[config.mk]
export PLATFORM = sky130hd
export DESIGN_NAME = cix_exec
export DESIGN_NICKNAME = d
export VERILOG_FILES = /design/src/include/cix_pkg.sv /design/src/verilog/cix_file_mem.sv /design/src/verilog/cix_exec.sv
export SDC_FILE = /design/constraint.sdc
export NUM_CORES = 1
export LEC_CHECK = 0
export BUFFER_PORTS_ARGS = -buffer_cell sky130_fd_sc_hd__buf_4
export CAP_MARGIN = 20
export CORE_ASPECT_RATIO = 2
export CORE_UTILIZATION = 25
export DETAILED_ROUTE_END_ITERATION = 8
export PLACE_DENSITY = 0.49
export SYNTH_ARGS = -nofsm -noshare
export SYNTH_HDL_FRONTEND = slang
export SYNTH_SLANG_ARGS = --single-unit
[constraint.sdc]
create_clock -name sys_clk_in -period 7.26 [get_ports sys_clk_in]
set_input_delay 0 -clock sys_clk_in [delete_from_list [all_inputs] [get_ports sys_clk_in]]
set_output_delay 0 -clock sys_clk_in [all_outputs]
set_load 0.1 [all_outputs]
[src/include/cix_pkg.sv]
// package with constants, encodings and carriers for the instruction execute subset
// ****************************************************************************
// Operation
// RULE_01 - set tested bit discards next instruction, two cycles
// RULE_02 - clear working register loads zero, sets zero
// RULE_03 - call pushes current address plus one
// RULE_04 - call loads eight-bit operand into low address
// RULE_05 - call takes page from status, address bit eight zero
// RULE_06 - call completes in two instruction cycles
// RULE_07 - watchdog clear zeroes the watchdog counter
// RULE_08 - watchdog clear clears prescaler when watchdog-assigned
// RULE_09 - watchdog clear sets timeout and powerdown flags
// RULE_10 - clear file register writes zero, sets zero
// RULE_11 - complement inverts, steers result, updates zero only
// RULE_12 - decrement subtracts one, steers result, zero only
// RULE_13 - destination bit zero working, one file
// RULE_14 - zero flag set exactly when result zero
// RULE_15 - skip and call leave status flags alone
// ****************************************************************************
package cix_pkg;

	// ************************************************************************
	// widths
	// ************************************************************************
	localparam int INSTR_W = 12; // instruction word width
	localparam int DATA_W = 8; // data path width
	localparam int PC_W = 11; // program counter width
	localparam int FADDR_W = 5; // file register address width
	localparam int FILE_DEPTH = 32; // number of file registers

	// ************************************************************************
	// status register fields and reset value
	// ************************************************************************
	localparam int ST_Z_BIT = 2; // zero flag
	localparam int ST_PD_BIT = 3; // powerdown flag, active low
	localparam int ST_TO_BIT = 4; // timeout flag, active low
	localparam int ST_PAGE_LO = 5; // page select low bit
	localparam int ST_PAGE_HI = 6; // page select high bit
	localparam logic [7:0] STATUS_RESET = 8'h18; // timeout and powerdown flags high, zero flag low after reset
	localparam logic [10:0] PC_RESET = 11'h000; // first fetch address
	localparam logic [7:0] WDT_RESET = 8'h00; // watchdog counter start

	// ************************************************************************
	// instruction encodings, mask and match
	// ************************************************************************
	localparam logic [11:0] BTSS_MASK = 12'hf00; // opcode fixed, bit and file fields free
	localparam logic [11:0] BTSS_MATCH = 12'h700;
	localparam logic [11:0] CLEAR_WORKING_REG_MASK = 12'hfff;
	localparam logic [11:0] CLEAR_WORKING_REG_MATCH = 12'h040;
	localparam logic [11:0] CALL_MASK = 12'hf00;
	localparam logic [11:0] CALL_MATCH = 12'h900;
	localparam logic [11:0] CLRWD_MASK = 12'hfff;
	localparam logic [11:0] CLRWD_MATCH = 12'h004;
	localparam logic [11:0] CLEAR_FILE_REG_MASK = 12'hfe0;
	localparam logic [11:0] CLEAR_FILE_REG_MATCH = 12'h060;
	localparam logic [11:0] COMPLEMENT_FILE_REG_MASK = 12'hfc0;
	localparam logic [11:0] COMPLEMENT_FILE_REG_MATCH = 12'h240;
	localparam logic [11:0] DECREMENT_FILE_REG_MASK = 12'hfc0;
	localparam logic [11:0] DECREMENT_FILE_REG_MATCH = 12'h0c0;
	localparam int DEST_BIT = 5; // destination select bit
	localparam int BITSEL_LO = 5; // tested bit number field
	localparam int BITSEL_HI = 7;

	// ************************************************************************
	// types
	// ************************************************************************
	typedef enum logic [2:0]
	{
		OP_NOP,
		OP_BTSS,
		OP_CLEAR_WORKING_REG,
		OP_CALL,
		OP_CLRWD,
		OP_CLEAR_FILE_REG,
		OP_COMPLEMENT_FILE_REG,
		OP_DECREMENT_FILE_REG
	} cix_op_e;

	typedef struct packed
	{
		logic valid; // one-cycle push strobe
		logic [10:0] addr; // return address
	} cix_push_s;

	typedef struct packed
	{
		logic wdt_clear; // watchdog counter cleared
		logic presc_clear; // prescaler cleared
	} cix_wdt_s;

endpackage

[src/verilog/cix_file_mem.sv]
// file register memory with registered read data
`timescale 1ns/1ps
module cix_file_mem
#(
	parameter int WIDTH = cix_pkg::DATA_W,
	parameter int DEPTH = cix_pkg::FILE_DEPTH,
	parameter int AW = cix_pkg::FADDR_W
)
(
	input wire logic sys_clk_in,
	input wire logic [AW-1:0] rd_addr_in,
	output logic [WIDTH-1:0] rd_data_out,
	input wire logic wr_en_in,
	input wire logic [AW-1:0] wr_addr_in,
	input wire logic [WIDTH-1:0] wr_data_in
);

	logic [WIDTH-1:0] mem_reg [DEPTH]; // storage array, no reset

	// write port
	always_ff @(posedge sys_clk_in)
	begin
		if (wr_en_in)
			mem_reg[wr_addr_in] <= wr_data_in;
	end

	// read port, one cycle latency
	always_ff @(posedge sys_clk_in)
	begin
		rd_data_out <= mem_reg[rd_addr_in];
	end

endmodule

[src/verilog/cix_exec.sv]
// execute unit for the bit-test-skip, clear, call, watchdog, complement and decrement subset
`timescale 1ns/1ps
module cix_exec
(
	input wire logic sys_clk_in,
	input wire logic rst_n_in,
	input wire logic [11:0] instr_in,
	input wire logic instr_valid_in,
	output logic instr_ready_out,
	output logic [10:0] fetch_pc_out,
	input wire logic psa_wdt_in,
	input wire logic wdt_tick_in,
	input wire logic page_wr_in,
	input wire logic [1:0] page_data_in,
	output logic [7:0] w_out,
	output logic [7:0] status_out,
	output logic [7:0] watchdog_counter_out,
	output cix_pkg::cix_push_s push_out,
	output cix_pkg::cix_wdt_s wdt_ctl_out,
	output logic discard_out
);

	// ************************************************************************
	// state and storage
	// ************************************************************************
	typedef enum
	{
		ST_DECODE,
		ST_EXEC,
		ST_FLUSH
	} cix_state_e;

	cix_state_e state_reg; // sequencer state
	cix_state_e state_next;
	cix_pkg::cix_op_e op_reg; // latched operation
	cix_pkg::cix_op_e op_dec; // decode of incoming word
	logic [11:0] instr_reg; // latched instruction word
	logic [10:0] exec_pc_reg; // address of executing instruction
	logic [10:0] pc_reg; // next fetch address
	logic [7:0] w_reg; // working register
	logic [7:0] status_reg; // status flags and page
	logic [7:0] wdt_reg; // watchdog counter
	logic [7:0] file_rd; // operand from file memory
	logic [7:0] result; // computed result
	logic skip_now; // tested bit found set
	logic res_to_w; // write result to working register
	logic res_to_f; // write result to file register
	logic z_upd; // zero flag takes result
	logic accept; // handshake on instruction port
	cix_pkg::cix_push_s push_reg;
	cix_pkg::cix_wdt_s wdt_ctl_reg;
	logic discard_reg; // pulse when a fetched word is thrown away

	assign instr_ready_out = (state_reg != ST_EXEC);
	assign accept = instr_valid_in && instr_ready_out;
	assign fetch_pc_out = pc_reg;
	assign w_out = w_reg;
	assign status_out = status_reg;
	assign watchdog_counter_out = wdt_reg;
	assign push_out = push_reg;
	assign wdt_ctl_out = wdt_ctl_reg;
	assign discard_out = discard_reg;

	// ************************************************************************
	// file register memory
	// ************************************************************************
	// read address comes straight from the incoming word so data meet exec
	cix_file_mem cix_file_mem_i
	(
		.sys_clk_in(sys_clk_in),
		.rd_addr_in(instr_in[4:0]),
		.rd_data_out(file_rd),
		.wr_en_in(res_to_f),
		.wr_addr_in(instr_reg[4:0]),
		.wr_data_in(result)
	);

	// ************************************************************************
	// decode
	// ************************************************************************
	// unknown words fall to no-operation
	always_comb
	begin
		op_dec = cix_pkg::OP_NOP;
		if ((instr_in & cix_pkg::CLEAR_WORKING_REG_MASK) == cix_pkg::CLEAR_WORKING_REG_MATCH)
			op_dec = cix_pkg::OP_CLEAR_WORKING_REG;
		else if ((instr_in & cix_pkg::CLRWD_MASK) == cix_pkg::CLRWD_MATCH)
			op_dec = cix_pkg::OP_CLRWD;
		else if ((instr_in & cix_pkg::CLEAR_FILE_REG_MASK) == cix_pkg::CLEAR_FILE_REG_MATCH)
			op_dec = cix_pkg::OP_CLEAR_FILE_REG;
		else if ((instr_in & cix_pkg::COMPLEMENT_FILE_REG_MASK) == cix_pkg::COMPLEMENT_FILE_REG_MATCH)
			op_dec = cix_pkg::OP_COMPLEMENT_FILE_REG;
		else if ((instr_in & cix_pkg::DECREMENT_FILE_REG_MASK) == cix_pkg::DECREMENT_FILE_REG_MATCH)
			op_dec = cix_pkg::OP_DECREMENT_FILE_REG;
		else if ((instr_in & cix_pkg::BTSS_MASK) == cix_pkg::BTSS_MATCH)
			op_dec = cix_pkg::OP_BTSS;
		else if ((instr_in & cix_pkg::CALL_MASK) == cix_pkg::CALL_MATCH)
			op_dec = cix_pkg::OP_CALL;
	end

	// ************************************************************************
	// execute datapath
	// ************************************************************************
	always_comb
	begin
		result = 8'h00;
		res_to_w = 1'b0;
		res_to_f = 1'b0;
		z_upd = 1'b0;
		skip_now = 1'b0;
		if (state_reg == ST_EXEC)
		begin
			case (op_reg)
				cix_pkg::OP_BTSS:
				begin
					skip_now = file_rd[instr_reg[cix_pkg::BITSEL_HI:cix_pkg::BITSEL_LO]]; // RULE_01
				end
				cix_pkg::OP_CLEAR_WORKING_REG:
				begin
					result = 8'h00; // RULE_02
					res_to_w = 1'b1;
					z_upd = 1'b1;
				end
				cix_pkg::OP_CLEAR_FILE_REG:
				begin
					result = 8'h00; // RULE_10
					res_to_f = 1'b1;
					z_upd = 1'b1;
				end
				cix_pkg::OP_COMPLEMENT_FILE_REG:
				begin
					result = ~file_rd; // RULE_11
					res_to_w = ~instr_reg[cix_pkg::DEST_BIT]; // RULE_13
					res_to_f = instr_reg[cix_pkg::DEST_BIT]; // RULE_13
					z_upd = 1'b1;
				end
				cix_pkg::OP_DECREMENT_FILE_REG:
				begin
					result = file_rd - 8'h01; // RULE_12
					res_to_w = ~instr_reg[cix_pkg::DEST_BIT]; // RULE_13
					res_to_f = instr_reg[cix_pkg::DEST_BIT]; // RULE_13
					z_upd = 1'b1;
				end
				default:
				begin
					result = 8'h00; // call, watchdog and nop carry no data
				end
			endcase
		end
	end

	// ************************************************************************
	// sequencer
	// ************************************************************************
	// skip and call spend a second instruction slot flushing the fetched word
	always_comb
	begin
		state_next = state_reg;
		case (state_reg)
			ST_DECODE:
			begin
				if (accept)
					state_next = ST_EXEC;
			end
			ST_EXEC:
			begin
				if (skip_now || op_reg == cix_pkg::OP_CALL)
					state_next = ST_FLUSH; // RULE_01 RULE_06
				else
					state_next = ST_DECODE;
			end
			ST_FLUSH:
			begin
				if (accept)
					state_next = ST_DECODE;
			end
			default:
			begin
				state_next = ST_DECODE;
			end
		endcase
	end

	// state register
	always_ff @(posedge sys_clk_in)
	begin
		if (!rst_n_in)
			state_reg <= ST_DECODE;
		else
			state_reg <= state_next;
	end

	// latch incoming word on acceptance in decode
	always_ff @(posedge sys_clk_in)
	begin
		if (!rst_n_in)
		begin
			instr_reg <= 12'h000;
			op_reg <= cix_pkg::OP_NOP;
			exec_pc_reg <= cix_pkg::PC_RESET;
		end
		else if (accept && state_reg == ST_DECODE)
		begin
			instr_reg <= instr_in;
			op_reg <= op_dec;
			exec_pc_reg <= pc_reg;
		end
	end

	// ************************************************************************
	// program counter and stack push
	// ************************************************************************
	always_ff @(posedge sys_clk_in)
	begin
		if (!rst_n_in)
			pc_reg <= cix_pkg::PC_RESET;
		else if (state_reg == ST_EXEC && op_reg == cix_pkg::OP_CALL)
			pc_reg <= {status_reg[cix_pkg::ST_PAGE_HI:cix_pkg::ST_PAGE_LO], 1'b0, instr_reg[7:0]}; // RULE_04 RULE_05
		else if (accept)
			pc_reg <= pc_reg + 11'h001; // skipped word still uses its address
	end

	// return address pushed as call executes
	always_ff @(posedge sys_clk_in)
	begin
		if (!rst_n_in)
			push_reg <= '0;
		else
		begin
			push_reg.valid <= (state_reg == ST_EXEC && op_reg == cix_pkg::OP_CALL); // RULE_03
			push_reg.addr <= exec_pc_reg + 11'h001; // RULE_03
		end
	end

	// discarded-word strobe
	always_ff @(posedge sys_clk_in)
	begin
		if (!rst_n_in)
			discard_reg <= 1'b0;
		else
			discard_reg <= (state_reg == ST_FLUSH) && accept; // RULE_01
	end

	// ************************************************************************
	// working register
	// ************************************************************************
	always_ff @(posedge sys_clk_in)
	begin
		if (!rst_n_in)
			w_reg <= 8'h00;
		else if (res_to_w)
			w_reg <= result; // RULE_13
	end

	// ************************************************************************
	// status register
	// ************************************************************************
	// skip and call never reach these branches, so flags hold
	always_ff @(posedge sys_clk_in)
	begin
		if (!rst_n_in)
			status_reg <= cix_pkg::STATUS_RESET;
		else
		begin
			if (page_wr_in)
				status_reg[cix_pkg::ST_PAGE_HI:cix_pkg::ST_PAGE_LO] <= page_data_in; // page select from software
			if (z_upd)
				status_reg[cix_pkg::ST_Z_BIT] <= (result == 8'h00); // RULE_14 RULE_15
			if (state_reg == ST_EXEC && op_reg == cix_pkg::OP_CLRWD)
			begin
				status_reg[cix_pkg::ST_TO_BIT] <= 1'b1; // RULE_09
				status_reg[cix_pkg::ST_PD_BIT] <= 1'b1; // RULE_09
			end
		end
	end

	// ************************************************************************
	// watchdog counter and prescaler control
	// ************************************************************************
	// clear beats a tick in the same cycle
	always_ff @(posedge sys_clk_in)
	begin
		if (!rst_n_in)
			wdt_reg <= cix_pkg::WDT_RESET;
		else if (state_reg == ST_EXEC && op_reg == cix_pkg::OP_CLRWD)
			wdt_reg <= 8'h00; // RULE_07
		else if (wdt_tick_in)
			wdt_reg <= wdt_reg + 8'h01;
	end

	// clear strobes to the timer side
	always_ff @(posedge sys_clk_in)
	begin
		if (!rst_n_in)
			wdt_ctl_reg <= '0;
		else
		begin
			wdt_ctl_reg.wdt_clear <= (state_reg == ST_EXEC && op_reg == cix_pkg::OP_CLRWD); // RULE_07
			wdt_ctl_reg.presc_clear <= (state_reg == ST_EXEC && op_reg == cix_pkg::OP_CLRWD) && psa_wdt_in; // RULE_08
		end
	end

endmodule

# [Yosys cells after proc, flatten, opt, wreduce, memory -nomap -nowiden]
# Memory sizes are Yosys's and may differ from the RTL's. A register that Yosys moved wholly into a read port is not among the register bits.
# Index checks and enable logic that the tools add are counted.
[totals] ff_bits=99 latch_bits=0 ram_bits=256 rom_bits=0 in_bits=20 output_inout_bits=51 elab_cells=88 memories=1
[memory_table] name="cix_file_mem_i.mem_reg" depth=32 word_bits=8 rd=1 rd_ports_with_merged_regs=1 wr=1 line_no="cix_file_mem.sv:18" source="logic [WIDTH-1:0] mem_reg [DEPTH];"
[classes] add_sub_neg=4 n_mul=0 div_mod_pow=0 magnitude_cmp=1 eq_ne=21 n_shift=0 mux=27 n_bitwise=3 reduce_logical=16
[ops] op="one-hot mux 32 bit (3 select lines)" count=1
[ops] op="== test 32 x 2 -> 1 bit, second input constant" count=2
[ops] op="zero test 32 bit" count=2
[ops] op="two-way mux 32 bit" count=2
[ops] op="== test 32 x 1 -> 1 bit, second input constant" count=1
[ops] op="== test 32 x 3 -> 1 bit, second input constant" count=1
[ops] op="inequality test 32 x 2 -> 1 bit, second input constant" count=1
[ops] op="adder 11 x 1 -> 11 bit, second input constant" count=2
[ops] op="two-way mux 11 bit" count=2
[ops] op="one-hot mux 8 bit (2 select lines)" count=1
[ops] op="two-way mux 3 bit" count=5
[ops] op="== test 12 x 3 -> 1 bit, second input constant" count=1
[ops] op="== test 12 x 7 -> 1 bit, second input constant" count=1
[ops] op="== test 3 bit, second input constant" count=4
[ops] op="two-way mux 1 bit" count=9
[ops] op="adder 8 x 1 -> 8 bit, second input constant" count=1
[ops] op="zero test 8 bit" count=1
[ops] op="two-way mux 8 bit" count=1
[ops] op="inverter 8 bit" count=1
[ops] op="subtractor 8 x 1 -> 8 bit, second input constant" count=1
[ops] op="== test 7 x 2 -> 1 bit, second input constant" count=1
[ops] op="== test 3 x 2 -> 1 bit, second input constant" count=2
[ops] op="== test 6 x 2 -> 1 bit, second input constant" count=1
[ops] op="== test 6 x 4 -> 1 bit, second input constant" count=1
[ops] op="other kinds (15)" count=27

# [Logic depth before layout (Yosys ltp)]
[depth] ltp_word=8 mapped_depth=7 mapped_depth_nobuf=7

# [By module]
# From an unflattened synthesis, not the netlist that was laid out.
[unflattened] hier_cells=816 hier_area_um2=13480.4
[modules_own_cells] module="cix_file_mem" instances=1 cells_each=417 area_each_um2=10053.4 seq_area_each_um2=7847.5
[modules_own_cells] module="cix_exec" instances=1 cells_each=399 area_each_um2=3427.0 seq_area_each_um2=1381.3

# [Worst setup path before layout]
# No wires, ideal clock.
[synth_timing] path_type="reg2reg" from="reg cix_file_mem_i.rd_data_out[0] (read register of cix_file_mem_i.mem_reg)" to="mem cix_file_mem_i.mem_reg[0][6] in the netlist's numbering (data pin)" setup_ns=0.359 arrival_ns=2.303 required_time_ns=6.901 path_slack_ns=4.598 path_stages_with_launch=7 path_buffers=0 period_less_slack_ns=2.662 cell_sequence="dfxtp_1 -> inv_1 -> ha_1 -> or3b_2 -> o31ai_1 -> xor2_1 -> nor2b_1"
[synth_via] elab_chain_len=3
[synth_rtl] element="start: declaration" line_no="cix_file_mem.sv:12" source="output logic [WIDTH-1:0] rd_data_out,"
[synth_rtl] element="subtractor 8 x 1 -> 8 bit" line_no="cix_exec.sv:139" source="result = file_rd - 8'h01;"
[synth_rtl] element="one-hot mux 8 bit (2 select lines)" line_no="cix_exec.sv:113" source="case (op_reg)"
[synth_rtl] element="two-way mux 8 bit" line_no="cix_exec.sv:111" source="if (state_reg == ST_EXEC)"
[synth_rtl] element="net cix_file_mem_i.wr_data_in[6]" line_no="cix_file_mem.sv:15" source="input wire logic [WIDTH-1:0] wr_data_in"
[synth_rtl] element="end: declaration" line_no="cix_file_mem.sv:18"
# The timed path passes the listed nets, and every way through them passes these cells.

# [Worst setup path after layout]
[layout_timing] from="reg state_reg[0]" to="mem cix_file_mem_i.mem_reg[28][5] in the netlist's numbering (enable)"
[layout_via] elab_chain_len=4
[layout_rtl] element="start: declaration" line_no="cix_exec.sv:33" source="cix_state_e state_reg;"
[layout_rtl] element="start signal: assignment" line_no="cix_exec.sv:190" source="state_reg <= state_next;"
[layout_rtl] element="== test 32 x 2 -> 1 bit" line_no="cix_exec.sv:111"
[layout_rtl] element="two-way mux 1 bit" line_no="cix_exec.sv:111"
[layout_rtl] element="two-way mux 1 bit" line_no="cix_file_mem.sv:23" source="if (wr_en_in)"
[layout_rtl] element="two-way mux 1 bit (not written as such)" line_no="cix_file_mem.sv:24" source="mem_reg[wr_addr_in] <= wr_data_in;"
# Every way passes these cells.

==> metrics.txt <==
clock period minus final worst setup slack=3.064 ns; total leakage power=0.004470 uW; Post-synth EDFFs=256; detail-routed net length per standard cell=21.91 um; hold path depth=5; max-cap viol count=0; crit-path max cell delay=0.87 ns; count of routing violations after the opening detailed-route iteration=438; uppermost layer routed=met4; critical path's slowest cell=sky130_fd_sc_hd__nor2_1; DR vias=7371; Peak supply drop=0.2246 mV; Global Route Usage Sum=13.35%; antenna violations before repair=0; met2 wire length=21610 um; leading cell types by total area after synthesis=sky130_fd_sc_hd__edfxtp_1 (58%), sky130_fd_sc_hd__mux4_2 (14%), sky130_fd_sc_hd__dfxtp_1 (12%); number of clock sinks=333; length of the first detailed-routing pass in iterations=5; chip width=164.9 um; synthesized flop and latch total=333; layout cell share with drive strength beyond 1=25.37%; arrival time worst endpoint=3.24 ns; fraction of the yosys area taken by sequential cells=69.58%; cell count after synthesis=824; placer congestion estimate=0.7692; YS warnings=0; remaining global-route overflow=0; number of global-route vias before repair=7665; number of flip-flops under the largest register name=256; height of the die=327.7 um; crit path launch=state_reg[0]$_SDFFE_PN0P_; total of endpoints with negative setup slack in the final report=0; Max Transition Viols Final=0; routed wire length on met3=1032 um; number of placement rows=119; average via count per standard cell=4.587; Area Overhead vs Synth=19.42%; crit-path cells=nor2b_1, nand3_1, nor2_1, nand3_1, nor2_1; quantity of hold-fixing buffers added after cts=20; Total Nets Final=945; post-route clock skew=0.01530 ns; outcome=completed; fraction of the cycle the final worst path needs=42.21%; wire length of the first global-routing pass=51480 um; Hold Slack=0.07476 ns; Antenna diodes=0; unrepaired setup endpoints after global routing=no; logic depth of the worst path, buffers included=5; power per unit of standard cell area=244.3 nW/um2; post-detail-place hpwl=25300 um; setup repair bufs after CTS=0; R2R Path Start=state_reg[0]$_SDFFE_PN0P_; root buf cell=sky130_fd_sc_hd__clkbuf_16; classification of the worst-slack hold path=in -> reg; largest net degree at the start of global routing=55; Min-Delay Startpoint=instr_in[9]; CTS H-Tree Depth=1; Synth area leader=sky130_fd_sc_hd__edfxtp_1; Layout Cell Area excl Fill=15840 um2; top-level port count=71; critical path type=reg -> reg; number of nets still failing antenna checks after routing=0; total placed instance area=14620 um2; worst reg-to-reg path cell count=5; CTS resizes=0; buffer and inverter count on the worst path=0; TritonCTS clock tree=done; starting density of the core=25.23%; maximum buffer depth of the clock tree=3; worst slew margin relative to its limit=26.17%; Crit path max-delay family=simple AND/OR/NAND/NOR gates; setup_tns=0 ns; Achievable Freq=326.4 MHz; Clock Pin Slew Worst Setup and Hold Paths=0.07 ns; synthesized area=13260 um2; cts bufs inserted=29; most used cells in the layout excluding fill and tap cells=sky130_fd_sc_hd__edfxtp_1 (256), sky130_fd_sc_hd__nor2_1 (85), sky130_fd_sc_hd__buf_4 (85); pin slew with the least headroom to its limit=1.103 ns; die area=54030 um2; number of buffers added on ports=65; core region area=52560 um2; endpoint required time on the critical path=7.44 ns; Syn Area/Cell=16.10 um2; Critical Path Source Type=flop; count of distinct cell types in the synthesized netlist=48; most instantiated flip-flop cell in the synthesis netlist=sky130_fd_sc_hd__edfxtp_1; most common cell after layout, fill and taps aside=sky130_fd_sc_hd__edfxtp_1; Met1 Routed Length=11190 um; number of endpoints with negative hold slack in the final report=0; capturing element type of the critical path=flop; residual DRC count=0; async set-reset flop share out of synthesis=0%; Max Fanout on Critical Path=9; Detailed Route WL=35210 um; area fraction of the dominant cell type after synthesis=57.96%; clock network latency to the later pin of the worst-skew pair=0.57 ns
==> worst paths after layout <==
check	slack, ns	end
min reg2reg	0.45	w_out[4]$_SDFFE_PN0P_
max reg2reg	4.20	cix_file_mem_i.mem_reg[28][5]$_DFFE_PP_
max	4.20	cix_file_mem_i.mem_reg[28][5]$_DFFE_PP_
min	0.07	op_reg[2]$_SDFFE_PN0P_
==> per-layer routing <==
layer | vias up | global-route usage, %
met5 | - | 0
met4 | 0 | 6.043
met3 | 58 | 1.402
met2 | 185 | 28.11
met1 | 3785 | 12.06
li1 | 3343 | -
==> area by class of cell <==
cell class	instances	area, um2
flip-flops and latches	333	9229
clock inverters	17	242.7
well taps	665	832.0
repair buffers	111	940.9
inverters	12	45.04
clock buffers	35	758.2
multi-input cells	434	3791
fillers	5192	36720
==> cells by family after synthesis <==
kind of cell	after synthesis	synth area share, %
flip-flops	333	69.58
AND/OR/NAND/NOR	226	7.557
multiplexers	97	15.14
AO/OA/AOI/OAI	78	3.594
buffers and inverters	60	2.104
XOR/XNOR	24	1.585
adder cells (fa/ha/maj)	4	0.3774
other	2	0.05662
==> worst reg2reg max path, stage by stage, from the launching register on <==
cell                      delay [ns]
sky130_fd_sc_hd__dfxtp_1        0.40
sky130_fd_sc_hd__nor2b_1        0.56
sky130_fd_sc_hd__nand3_1        0.36
sky130_fd_sc_hd__nor2_1         0.28
sky130_fd_sc_hd__nand3_1        0.20
sky130_fd_sc_hd__nor2_1         0.87
==> synth_stat cells, types with 6 or more instances <==
library cell               number
sky130_fd_sc_hd__edfxtp_1     256
sky130_fd_sc_hd__mux2_2         9
sky130_fd_sc_hd__clkbuf_1      31
sky130_fd_sc_hd__nand3_1       17
sky130_fd_sc_hd__nor2b_1        9
sky130_fd_sc_hd__nand2_1       67
sky130_fd_sc_hd__inv_1          9
sky130_fd_sc_hd__dfxtp_1       77
sky130_fd_sc_hd__a21oi_1       33
sky130_fd_sc_hd__xor2_1        14
sky130_fd_sc_hd__and3_1         8
sky130_fd_sc_hd__mux4_2        82
sky130_fd_sc_hd__o21ai_0       13
sky130_fd_sc_hd__nor2_1        90
sky130_fd_sc_hd__nor3_1        10
sky130_fd_sc_hd__xnor2_1       10
sky130_fd_sc_hd__mux2i_1        6
==> metrics by stage <==
step                total power [uW]  std cells  util, %  setup slack (ns)
global placement                2243       1528    27.64             4.070
global route                    3985       1607    30.14             4.019
floorplan                       2201        827        -             4.598
finish                          3869       1607    30.14             4.196
detailed placement              2244       1534    27.82             4.203
CTS                             3913       1606    30.11             4.192
==> report_power, final <==
part | internal (uW) | leakage (uW) | switching [uW]
clock network | 957 | 0.000475 | 704
registers | 2030 | 0.00241 | 14.2
logic | 53.4 | 0.00159 | 110
total | 3040 | 0.00447 | 829
Note: power is estimated with default switching activity, not from simulation.
